## src/acs_defines.vh

```
`ifndef ACS_DEFINES_VH
`define ACS_DEFINES_VH
// Register byte offsets
`define ACS_OFF_CTRL      12'h000
`define ACS_OFF_SETUP     12'h004
`define ACS_OFF_STATUS    12'h008
`define ACS_OFF_RESULT    12'h00C
`define ACS_OFF_IRQ_STAT  12'h010
`define ACS_OFF_IRQ_EN    12'h014
`define ACS_OFF_IRQ_CLR   12'h018
// CTRL fields
`define ACS_CTRL_GO       0
`define ACS_CTRL_CH_LSB   8
`define ACS_CTRL_CH_W     5
// SETUP fields
`define ACS_SET_ACQ_LSB   0
`define ACS_SET_RES_LSB   8
`define ACS_SET_CAL       16
// Reset values
`define ACS_SETUP_RST     32'h0001_0A00
// STATUS fields
`define ACS_ST_BUSY       0
`define ACS_ST_ACQ        1
`define ACS_ST_VALID      2
// Interrupt bits
`define ACS_IRQ_DONE      0
`define ACS_IRQ_START     1
`define ACS_IRQ_W         2
// Timing counts in converter clock periods
`define ACS_ACQ_BASE      9'h002
`define ACS_CAL_CYCLES    9'h002
// Converter clock divider from pclk
`define ACS_CONV_DIV      4
`endif

```

## src/acs_clk_div.v

```verilog
`timescale 1ns/1ns
`include "acs_defines.vh"
module acs_clk_div #(
   parameter DIV = `ACS_CONV_DIV
) (
   // Clock and reset
   input  wire pclk,
   input  wire presetn,
   // Converter clock enable pulse
   output reg  tick
);
   reg [7:0] cnt_q; // Divider count

   // One-cycle enable every DIV pclk periods
   always @(posedge pclk or negedge presetn) begin
      if (!presetn) begin
         cnt_q <= 8'h00;
         tick  <= 1'b0;
      end else if (cnt_q == DIV[7:0] - 8'h01) begin
         cnt_q <= 8'h00;
         tick  <= 1'b1;
      end else begin
         cnt_q <= cnt_q + 8'h01;
         tick  <= 1'b0;
      end
   end
endmodule

```

## src/acs_sync2.v

```verilog
`timescale 1ns/1ns
module acs_sync2 (
   // Clock and reset
   input  wire pclk,
   input  wire presetn,
   // Asynchronous level in, synchronised out
   input  wire d,
   output reg  q
);
   reg meta_q; // First stage, read only by q

   // Two flops against metastability
   always @(posedge pclk or negedge presetn) begin
      if (!presetn) begin
         meta_q <= 1'b0;
         q      <= 1'b0;
      end else begin
         meta_q <= d;
         q      <= meta_q;
      end
   end
endmodule

```

## src/acs_sequencer.v

```verilog
// The implementer's own choices: the placing of the registers and the APB interface to the registers.
`timescale 1ns/1ns
`include "acs_defines.vh"
module acs_sequencer #(
   parameter RES_MAX = 12,
   parameter DIV     = `ACS_CONV_DIV
) (
   // Clock and reset
   input  wire        pclk,
   input  wire        presetn,
   // APB slave
   input  wire        psel,
   input  wire        penable,
   input  wire        pwrite,
   input  wire [11:0] paddr,
   input  wire [31:0] pwdata,
   output reg  [31:0] prdata,
   output reg         pready,
   output reg         pslverr,
   // Fabric side
   input  wire        conversion_go,
   input  wire [11:0] sample_in,
   // Status outputs
   output reg         busy,
   output reg         acquiring,
   output reg         result_valid,
   output reg  [11:0] result,
   output reg  [4:0]  result_channel,
   output reg         irq
);
   // Phase states
   localparam ST_IDLE = 2'b00;
   localparam ST_ACQ  = 2'b01;
   localparam ST_DIST = 2'b10;
   localparam ST_CAL  = 2'b11;

   reg  [1:0]  state_q;      // Sequencer phase
   reg  [8:0]  cnt_q;        // Cycles left in phase
   reg  [31:0] setup_q;      // Acquisition, resolution, calibration
   reg  [4:0]  chan_q;       // Channel for next conversion
   reg  [4:0]  cur_chan_q;   // Channel in flight
   reg         sw_go_q;      // Software start pulse
   reg         pend_q;       // Start waiting for converter
   reg         go_prev_q;    // Edge detect on synced go
   reg         done_q;       // Result synchronisation stage
   reg  [11:0] sample_q;     // Sample captured at end of distribution
   reg  [`ACS_IRQ_W-1:0] irq_stat_q; // Sticky events
   reg  [`ACS_IRQ_W-1:0] irq_en_q;   // Event enables
   wire        go_sync;      // Pin go after two flops
   wire        tick;         // Converter clock enable
   wire        go_rise;
   wire        start_req;
   wire        wr;
   wire        rd;
   wire [7:0]  acq_set;
   wire [4:0]  res_bits;
   wire        cal_en;
   reg         ev_start;
   reg         ev_done;

   // Pin start is asynchronous to pclk
   acs_sync2 u_go_sync (
      .pclk    (pclk),
      .presetn (presetn),
      .d       (conversion_go),
      .q       (go_sync)
   );

   // Converter clock as an enable
   acs_clk_div #(.DIV(DIV)) u_div (
      .pclk    (pclk),
      .presetn (presetn),
      .tick    (tick)
   );

   // Setup field decode, start request and APB strobes
   assign acq_set  = setup_q[`ACS_SET_ACQ_LSB +: 8];
   assign res_bits = setup_q[`ACS_SET_RES_LSB +: 5];
   assign cal_en   = setup_q[`ACS_SET_CAL];
   assign go_rise  = go_sync & ~go_prev_q;
   assign start_req = go_rise | sw_go_q;
   assign wr = psel & penable & pwrite;
   assign rd = psel & ~penable & ~pwrite;

   // Clamp resolution so distribution never runs zero cycles
   function [8:0] dist_len;
      input [4:0] bits;
      begin
         if (bits == 5'h00)
            dist_len = 9'h001;
         else if (bits > RES_MAX[4:0])
            dist_len = {4'h0, RES_MAX[4:0]};
         else
            dist_len = {4'h0, bits};
      end
   endfunction

   // Start capture and pending flag
   always @(posedge pclk or negedge presetn) begin
      if (!presetn) begin
         go_prev_q <= 1'b0;
         pend_q    <= 1'b0;
      end else begin
         go_prev_q <= go_sync;
         // one conversion at a time, start waits
         if (start_req)
            pend_q <= 1'b1;
         else if (tick && state_q == ST_IDLE)
            pend_q <= 1'b0;
      end
   end

   // Phase sequencer on converter ticks
   always @(posedge pclk or negedge presetn) begin
      if (!presetn) begin
         state_q    <= ST_IDLE;
         cnt_q      <= 9'h000;
         busy       <= 1'b0;
         acquiring  <= 1'b0;
         done_q     <= 1'b0;
         sample_q   <= 12'h000;
         cur_chan_q <= 5'h00;
         ev_start   <= 1'b0;
      end else begin
         done_q   <= 1'b0;
         ev_start <= 1'b0;
         if (tick) begin
            case (state_q)
               ST_IDLE: begin
                  if (pend_q) begin
                     busy       <= 1'b1;
                     acquiring  <= 1'b1;
                     cur_chan_q <= chan_q;
                     ev_start   <= 1'b1;
                     cnt_q   <= {1'b0, acq_set} + `ACS_ACQ_BASE - 9'h001;
                     state_q <= ST_ACQ;
                  end
               end
               ST_ACQ: begin
                  if (cnt_q == 9'h000) begin
                     acquiring <= 1'b0;
                     cnt_q   <= dist_len(res_bits) - 9'h001;
                     state_q <= ST_DIST;
                  end else
                     cnt_q <= cnt_q - 9'h001;
               end
               ST_DIST: begin
                  if (cnt_q == 9'h000) begin
                     sample_q <= sample_in;
                     if (cal_en) begin
                        cnt_q   <= `ACS_CAL_CYCLES - 9'h001;
                        state_q <= ST_CAL;
                     end else begin
                        busy    <= 1'b0;
                        done_q  <= 1'b1;
                        state_q <= ST_IDLE;
                     end
                  end else
                     cnt_q <= cnt_q - 9'h001;
               end
               ST_CAL: begin
                  if (cnt_q == 9'h000) begin
                     busy    <= 1'b0;
                     done_q  <= 1'b1;
                     state_q <= ST_IDLE;
                  end else
                     cnt_q <= cnt_q - 9'h001;
               end
               default: state_q <= ST_IDLE;
            endcase
         end
      end
   end

   // Result register and valid flag
   always @(posedge pclk or negedge presetn) begin
      if (!presetn) begin
         result_valid   <= 1'b0;
         result         <= 12'h000;
         result_channel <= 5'h00;
         ev_done        <= 1'b0;
      end else begin
         ev_done <= done_q;
         // valid one pclk after busy falls
         if (done_q) begin
            result_valid   <= 1'b1;
            result         <= sample_q;
            result_channel <= cur_chan_q;
         end else if (start_req)
            result_valid <= 1'b0;
      end
   end

   // APB registers, zero wait states
   always @(posedge pclk or negedge presetn) begin
      if (!presetn) begin
         setup_q  <= `ACS_SETUP_RST;
         chan_q   <= 5'h00;
         sw_go_q  <= 1'b0;
         irq_en_q <= {`ACS_IRQ_W{1'b0}};
         pready   <= 1'b0;
         pslverr  <= 1'b0;
         prdata   <= 32'h0000_0000;
      end else begin
         sw_go_q <= 1'b0;
         pready  <= psel & ~penable;
         pslverr <= 1'b0;
         if (psel && !penable) begin
            // Unmapped offsets answer with an error
            case (paddr)
               `ACS_OFF_CTRL, `ACS_OFF_SETUP, `ACS_OFF_STATUS, `ACS_OFF_RESULT,
               `ACS_OFF_IRQ_STAT, `ACS_OFF_IRQ_EN, `ACS_OFF_IRQ_CLR:
                  pslverr <= 1'b0;
               default: pslverr <= 1'b1;
            endcase
         end
         if (wr && pready) begin
            case (paddr)
               `ACS_OFF_CTRL: begin
                  sw_go_q <= pwdata[`ACS_CTRL_GO];
                  chan_q  <= pwdata[`ACS_CTRL_CH_LSB +: `ACS_CTRL_CH_W];
               end
               `ACS_OFF_SETUP:  setup_q  <= pwdata & 32'h0001_1FFF;
               `ACS_OFF_IRQ_EN: irq_en_q <= pwdata[`ACS_IRQ_W-1:0];
               default: ;
            endcase
         end
         if (rd) begin
            case (paddr)
               `ACS_OFF_CTRL:   prdata <= {19'h0, chan_q, 8'h00};
               `ACS_OFF_SETUP:  prdata <= setup_q;
               `ACS_OFF_STATUS: prdata <= {29'h0, result_valid, acquiring, busy};
               `ACS_OFF_RESULT: prdata <= {11'h0, result_channel, 4'h0, result};
               `ACS_OFF_IRQ_STAT: prdata <= {30'h0, irq_stat_q};
               `ACS_OFF_IRQ_EN: prdata <= {30'h0, irq_en_q};
               default:         prdata <= 32'h0000_0000;
            endcase
         end
      end
   end

   // Sticky events, set wins over clear
   always @(posedge pclk or negedge presetn) begin
      if (!presetn) begin
         irq_stat_q <= {`ACS_IRQ_W{1'b0}};
         irq        <= 1'b0;
      end else begin
         irq_stat_q <= (irq_stat_q &
                        ~((wr && pready && paddr == `ACS_OFF_IRQ_CLR) ?
                          pwdata[`ACS_IRQ_W-1:0] : {`ACS_IRQ_W{1'b0}}))
                       | {ev_start, ev_done};
         irq <= |(irq_stat_q & irq_en_q);
      end
   end
endmodule

```

## config.mk

```make
export PLATFORM = sky130hd
export DESIGN_NAME = acs_sequencer
export DESIGN_NICKNAME = d
export VERILOG_FILES = /design/src/acs_clk_div.v /design/src/acs_sync2.v /design/src/acs_sequencer.v
export VERILOG_INCLUDE_DIRS = /design/src
export SDC_FILE = /design/constraint.sdc
export NUM_CORES = 1
export LEC_CHECK = 0
export BUFFER_PORTS_ARGS = -buffer_cell sky130_fd_sc_hd__buf_4
export CAP_MARGIN = 20
export CORE_MARGIN = 2
export CORE_UTILIZATION = 45
export DETAILED_ROUTE_END_ITERATION = 7
export GPL_TIMING_DRIVEN = 1
export PLACE_DENSITY_LB_ADDON = 0.3
export SYNTH_ARGS = -nofsm -noshare
export SYNTH_HDL_FRONTEND = slang
export SYNTH_SLANG_ARGS = --single-unit
```

## constraint.sdc

```tcl
create_clock -name pclk -period 5.7 [get_ports pclk]
set_clock_uncertainty 0.15 [all_clocks]
set_input_delay 1.425 -clock pclk [delete_from_list [all_inputs] [get_ports pclk]]
set_output_delay 1.425 -clock pclk [all_outputs]
set_load 0.02 [all_outputs]
```

After elaboration in Yosys (flattened, before gate mapping) --
Index checks and enable logic that the tools add are counted.
Word-level totals: bits in registers 123, bits of input ports 62
Operators by class: add/subtract/negate cells 5, magnitude comparators 1, equal/unequal tests 17, mux-type cells 43, bitwise logic cells 13, reductions and logical operators 24
Operators with widths (count):
- 21-bit case mux with 6 select lines | 1
- 9-bit 2-to-1 mux | 8
- 12-bit by 5-bit equality test with 1-bit output, second input constant | 3
- 9-bit case mux with 4 select lines | 1
- 9-bit by 1-bit subtractor with 9-bit output, second input constant | 3
- 12-bit by 4-bit equality test with 1-bit output, second input constant | 2
- 1-bit 2-to-1 mux | 20
- 12-bit by 3-bit equality test with 1-bit output, second input constant | 1
- 12-bit logical NOT | 1
- 2-bit 2-to-1 mux | 6
- 2-bit != test, second input constant | 6
- 5-bit 2-to-1 mux | 2
- 8-bit by 2-bit adder with 9-bit output, second input constant | 1
- 9-bit logical NOT | 1
- 8-bit by 1-bit adder with 8-bit output, second input constant | 1
- 8-bit by 2-bit equality test with 1-bit output, second input constant | 1
- 8-bit 2-to-1 mux | 1
- 2-bit case mux with 4 select lines | 1
- 4-bit AND reduction | 2
- 7-bit OR reduction | 1
- 2-bit AND reduction | 3
- 3-bit AND reduction | 2
- 6-bit AND reduction | 1
- 2-bit nonzero test | 3
- 19 further kinds | 31

Longest topological paths before layout --
depth after elaboration 9, depth in mapped cells 10, mapped depth without buffers 10

By module --
From an unflattened synthesis, not the netlist that was laid out.
Second synthesis, totals: cells, all modules 461, area total of the unflattened synthesis 5202.5 um^2
Modules (own cells, without submodules):
- acs_sequencer | instances 1, cells an instance 429, area an instance 4768.3 um^2, sequential area each 2456.1 um^2
- acs_clk_div | instances 1, cells an instance 30, area an instance 384.1 um^2, sequential area each 225.2 um^2
- acs_sync2 | instances 1, cells an instance 2, area an instance 50.0 um^2, sequential area each 50.0 um^2

Worst setup path after synthesis --
Ideal clock, no wire load.
path type input-to-reg, start input port paddr[9], end register chan_q[0], library setup time 0.125 ns, arrival 2.844 ns, slack 2.581 ns, cell stages on the path 5, path buffers 1, cell sequence nor4_1 -> nand2_1 -> buf_2 -> nor4_4 -> mux2_2
On the way: longest elaborated chain between the ends 2
Ends and longest elaborated chain:
- from (decl) | line acs_sequencer.v:15 | input wire [11:0] paddr,
- 12-bit logical NOT | line acs_sequencer.v:218 | case (paddr)
- 2-bit AND reduction (no source line)
- to (signal assigned) | line acs_sequencer.v:221 | chan_q <= pwdata[`ACS_CTRL_CH_LSB +: `ACS_CTRL_CH_W];
- to (decl) | line acs_sequencer.v:40 | reg [4:0] chan_q;
Every way passes these cells. A chain may end at the register's enable or synchronous reset.

Worst setup path in the final report --
start input port paddr[9], end register setup_q[7]
On the way: longest elaborated chain between the ends 2
Ends and longest elaborated chain:
- 12-bit by 3-bit equality test with 1-bit output | line acs_sequencer.v:218
- 2-bit AND reduction (no source line)
- to (signal assigned) | line acs_sequencer.v:197 | setup_q <= `ACS_SETUP_RST;
- to (signal assigned) | line acs_sequencer.v:223 | `ACS_OFF_SETUP: setup_q <= pwdata & 32'h0001_1FFF;
- to (decl) | line acs_sequencer.v:39 | reg [31:0] setup_q;
Every way passes these cells.

==> impl_summary.log <==
[metrics] required time of the critical path: 5.79 ns
[metrics] cell count after placement: 667
[metrics] DRC Markers: 0
[metrics] setup tns final: 0 ns
[metrics] Synth cell types: 58
[metrics] number of failing setup endpoints in the final timing report: 0
[metrics] global-route wire length before repair: 20.3 mm
[metrics] cell accounting for the most synthesized area: dfrtp_1
[metrics] post-synthesis async set-or-reset flop share: 100%
[metrics] class of the most critical hold timing path: flop to flop
[metrics] commonest cells after routing, fill and taps aside: dfrtp_1 (106), buf_4 (86), nand2_1 (51), mux2_2 (47)
[metrics] total wire length after detailed routing: 12.2 mm
[metrics] vias after detailed routing: 3,811
[metrics] # rows: 39
[metrics] total leakage power: 0.00300 µW
[metrics] reg2reg setup slack: 3.19 ns
[metrics] min cycle time layout: 3.77 ns
[metrics] maximum fanout along the worst path: 14
[metrics] clock latency at the later pin of the worst-skew pair: 0.36 ns
[metrics] final routed wire length divided by cell count: 17.8 µm
[metrics] R2R Path Start: setup_q[9]
[metrics] clock root cell: clkbuf_16
[metrics] register bit count reported by yosys: 109
[metrics] nets: 602
[metrics] number of antenna violations at the first check in global routing: 0
[metrics] register area share after synthesis: 52.6%
[metrics] Antenna Nets Post-Route: 0
[metrics] die area: 12,400 µm²
[metrics] first drt pass iteration count: 4
[metrics] share of the clock period used by the worst path: 66.1%
[metrics] Power, Total: 1700 µW
[metrics] unrepaired setup endpoints after global routing: false
[metrics] remaining max-slew budget at the tightest pin: 27.5%
[metrics] TritonCTS Buffers: 9
[metrics] total routing usage reported by global routing: 20.8%
[metrics] ratio of total power to cell area: 275 nW/µm²
[metrics] pin slew with the least headroom to its limit: 1.08 ns
[metrics] worst supply voltage drop on vdd: 236 µV
[metrics] DP Wirelength: 8.78 mm
[metrics] pin count of the biggest net entering global routing: 68
[metrics] endpoint of the worst hold-timing path: u_go_sync.q
[metrics] top-area cell type share of the netlist area: 51.1%
[metrics] Die Y-Extent: 111 µm
[metrics] number of cells on the worst hold path: 0
[metrics] Port Buffer Count: 84
[metrics] Core Area: 11,300 µm²
[metrics] number of clock sinks: 109
[metrics] terminus of the critical flop-to-flop path: cnt_q[4]
[metrics] count of synthesis-stage warnings from yosys: 0
[metrics] share of layout cells above drive strength 1: 32.4%
[metrics] top cells by area in the synthesized netlist: dfrtp_1 (51%), mux2_2 (10%), nand2_1 (3.7%), mux2_4 (2.9%), a22oi_1 (2.3%)
[metrics] post-DR vias/cell: 5.58
[metrics] average footprint of a synthesized cell: 11.3 µm²
[metrics] Max Slew Vio Count: 0
[metrics] Final Instance Count excl. Fillers: 683
[metrics] most common library cell in the layout ignoring fill and taps: dfrtp_1
[metrics] flip-flop cell with the highest count after synthesis: dfrtp_1
[metrics] via count of the first global-routing pass: 3,770
[metrics] data arrival time at the worst-slack endpoint: 3.86 ns
[metrics] mapped cell area: 5190 µm²
[metrics] growth of design area from synthesis to finish: 18.9%
[metrics] post-route core utilization: 54.5%
[metrics] maximum clock insertion buffer count: 2
[metrics] start-to-end type of the worst setup path: input pin to flop
[metrics] run status: completed
[metrics] clock tree from TritonCTS: yes
[metrics] Starting Density: 45.8%
[metrics] kind of end point of the critical path: flop
[metrics] total congestion overflow after global routing: 0
[metrics] # Max-Cap Violations: 0
[metrics] post-CTS setup-driven buffer insertion count: 0
[metrics] Worst Reg-to-Reg Cells: 9
[metrics] top-level I/O count: 117
[metrics] number of hold violations in the final report: 0
[metrics] cts repair resizes: 0
[metrics] EDFF count, synth: 0
[metrics] drt initial violations: 318
[metrics] clock-pin slew on the worst setup and hold paths: 0.07 ns
[metrics] cts hold-fix bufs: 0
[metrics] Max H-tree Level: 3
[metrics] gate count of the mapped netlist: 459
[metrics] Worst Min Path Start: u_go_sync.meta_q
[metrics] routability cong.: 0.838
[metrics] Die X-Extent: 111 µm
[metrics] top achievable clock speed: 265 MHz
[metrics] number of inserted diodes: 0
[metrics] Worst setup SP type: input pin
## kinds of logic (layout without fill, tap and decap cells)
group | after synthesis | in the layout | share of synthesized area, %
other cells | 2 | 15 | 0.145
compound gates | 76 | 76 | 9.69
simple gates | 150 | 150 | 15.5
fa+ha+maj | 6 | 6 | 1.40
xor+xnor | 14 | 14 | 2.36
mux | 62 | 62 | 14.1
buf+inv | 40 | 108 | 4.27
flops | 109 | 109 | 52.6
## critical path, cell delays in order
cell and delay (ns):
buf_4 0.11, nor4_1 0.44, nand2_1 0.42, nor4_4 1.05, mux2_2 0.42
## final cells by class
cell class / instances / area, µm²
Clock buffer: 10 / 239
Clock inverter: 6 / 70.1
Fill cell: 995 / 5150
Inverter: 6 / 22.5
Multi-Input combinational cell: 323 / 2290
Sequential cell: 109 / 2730
Tap cell: 143 / 179
Timing Repair Buffer: 86 / 646
## per-stage QoR
step	hold slack, ns	cell area (µm²)	worst slack (ns)
global route	0.219	6170	1.81
finish	0.209	6170	1.93
CTS	0.214	6170	1.93
global placement	0.194	5860	1.64
floorplan	0.181	5240	2.58
detailed placement	0.188	5860	1.53
## synth_stat cells (all sizes together) (2+ instances only)
cell type  count
or3            6
ha             5
o21ai         22
dfstp          3
a21o           4
nand2         52
o2bb2ai        2
a31oi          4
nand2b         6
dfrtp        106
nand3b         2
nor2          22
inv            5
a21oi         12
o22ai          3
conb           2
nor3b          4
a22oi         16
nor2b          2
xor2           4
buf           21
mux2i          5
mux2          57
nand3         21
xnor2         10
and3           5
nor3           7
or2            2
nor4           8
nor4b          4
clkbuf        13
a2bb2oi        2
nand4          6
## report_power, final
part,internal [µW],leakage (µW),switching [µW]
clock,357,0.000147,296
combinational,86.8,0.00142,112
sequential,806,0.00143,41.1
total,1250,0.00300,449
## state kept, by name, summed over array words and instances (netlist names), 2 cells and up
| name | cells |
|---|---|
| irq_stat_q | 2 |
| result_channel | 5 |
| cur_chan_q | 5 |
| state_q | 2 |
| result | 12 |
| setup_q | 14 |
| irq_en_q | 2 |
| u_div.cnt_q | 8 |
| prdata | 18 |
| sample_q | 12 |
| cnt_q | 9 |
| chan_q | 5 |
## worst max-delay path by stage
stage,startpoint,cells after the start,to
after floorplan,paddr[9],5,chan_q[0]
after global placement,paddr[9],5,setup_q[7]
after detailed placement,paddr[9],5,setup_q[5]
after CTS,paddr[9],5,setup_q[10]
after global routing,paddr[9],5,setup_q[7]
final,paddr[9],5,setup_q[7]
## metal layers
layer,GRT usage [%],up-vias,share of wire (%)
met5,0,-,0
met2,32.9,104,50
li1,-,1774,-
met4,6.42,0,1.1
met1,29.1,1924,45
met3,4.19,9,4.2
Note: power is estimated with default switching activity, not from simulation.
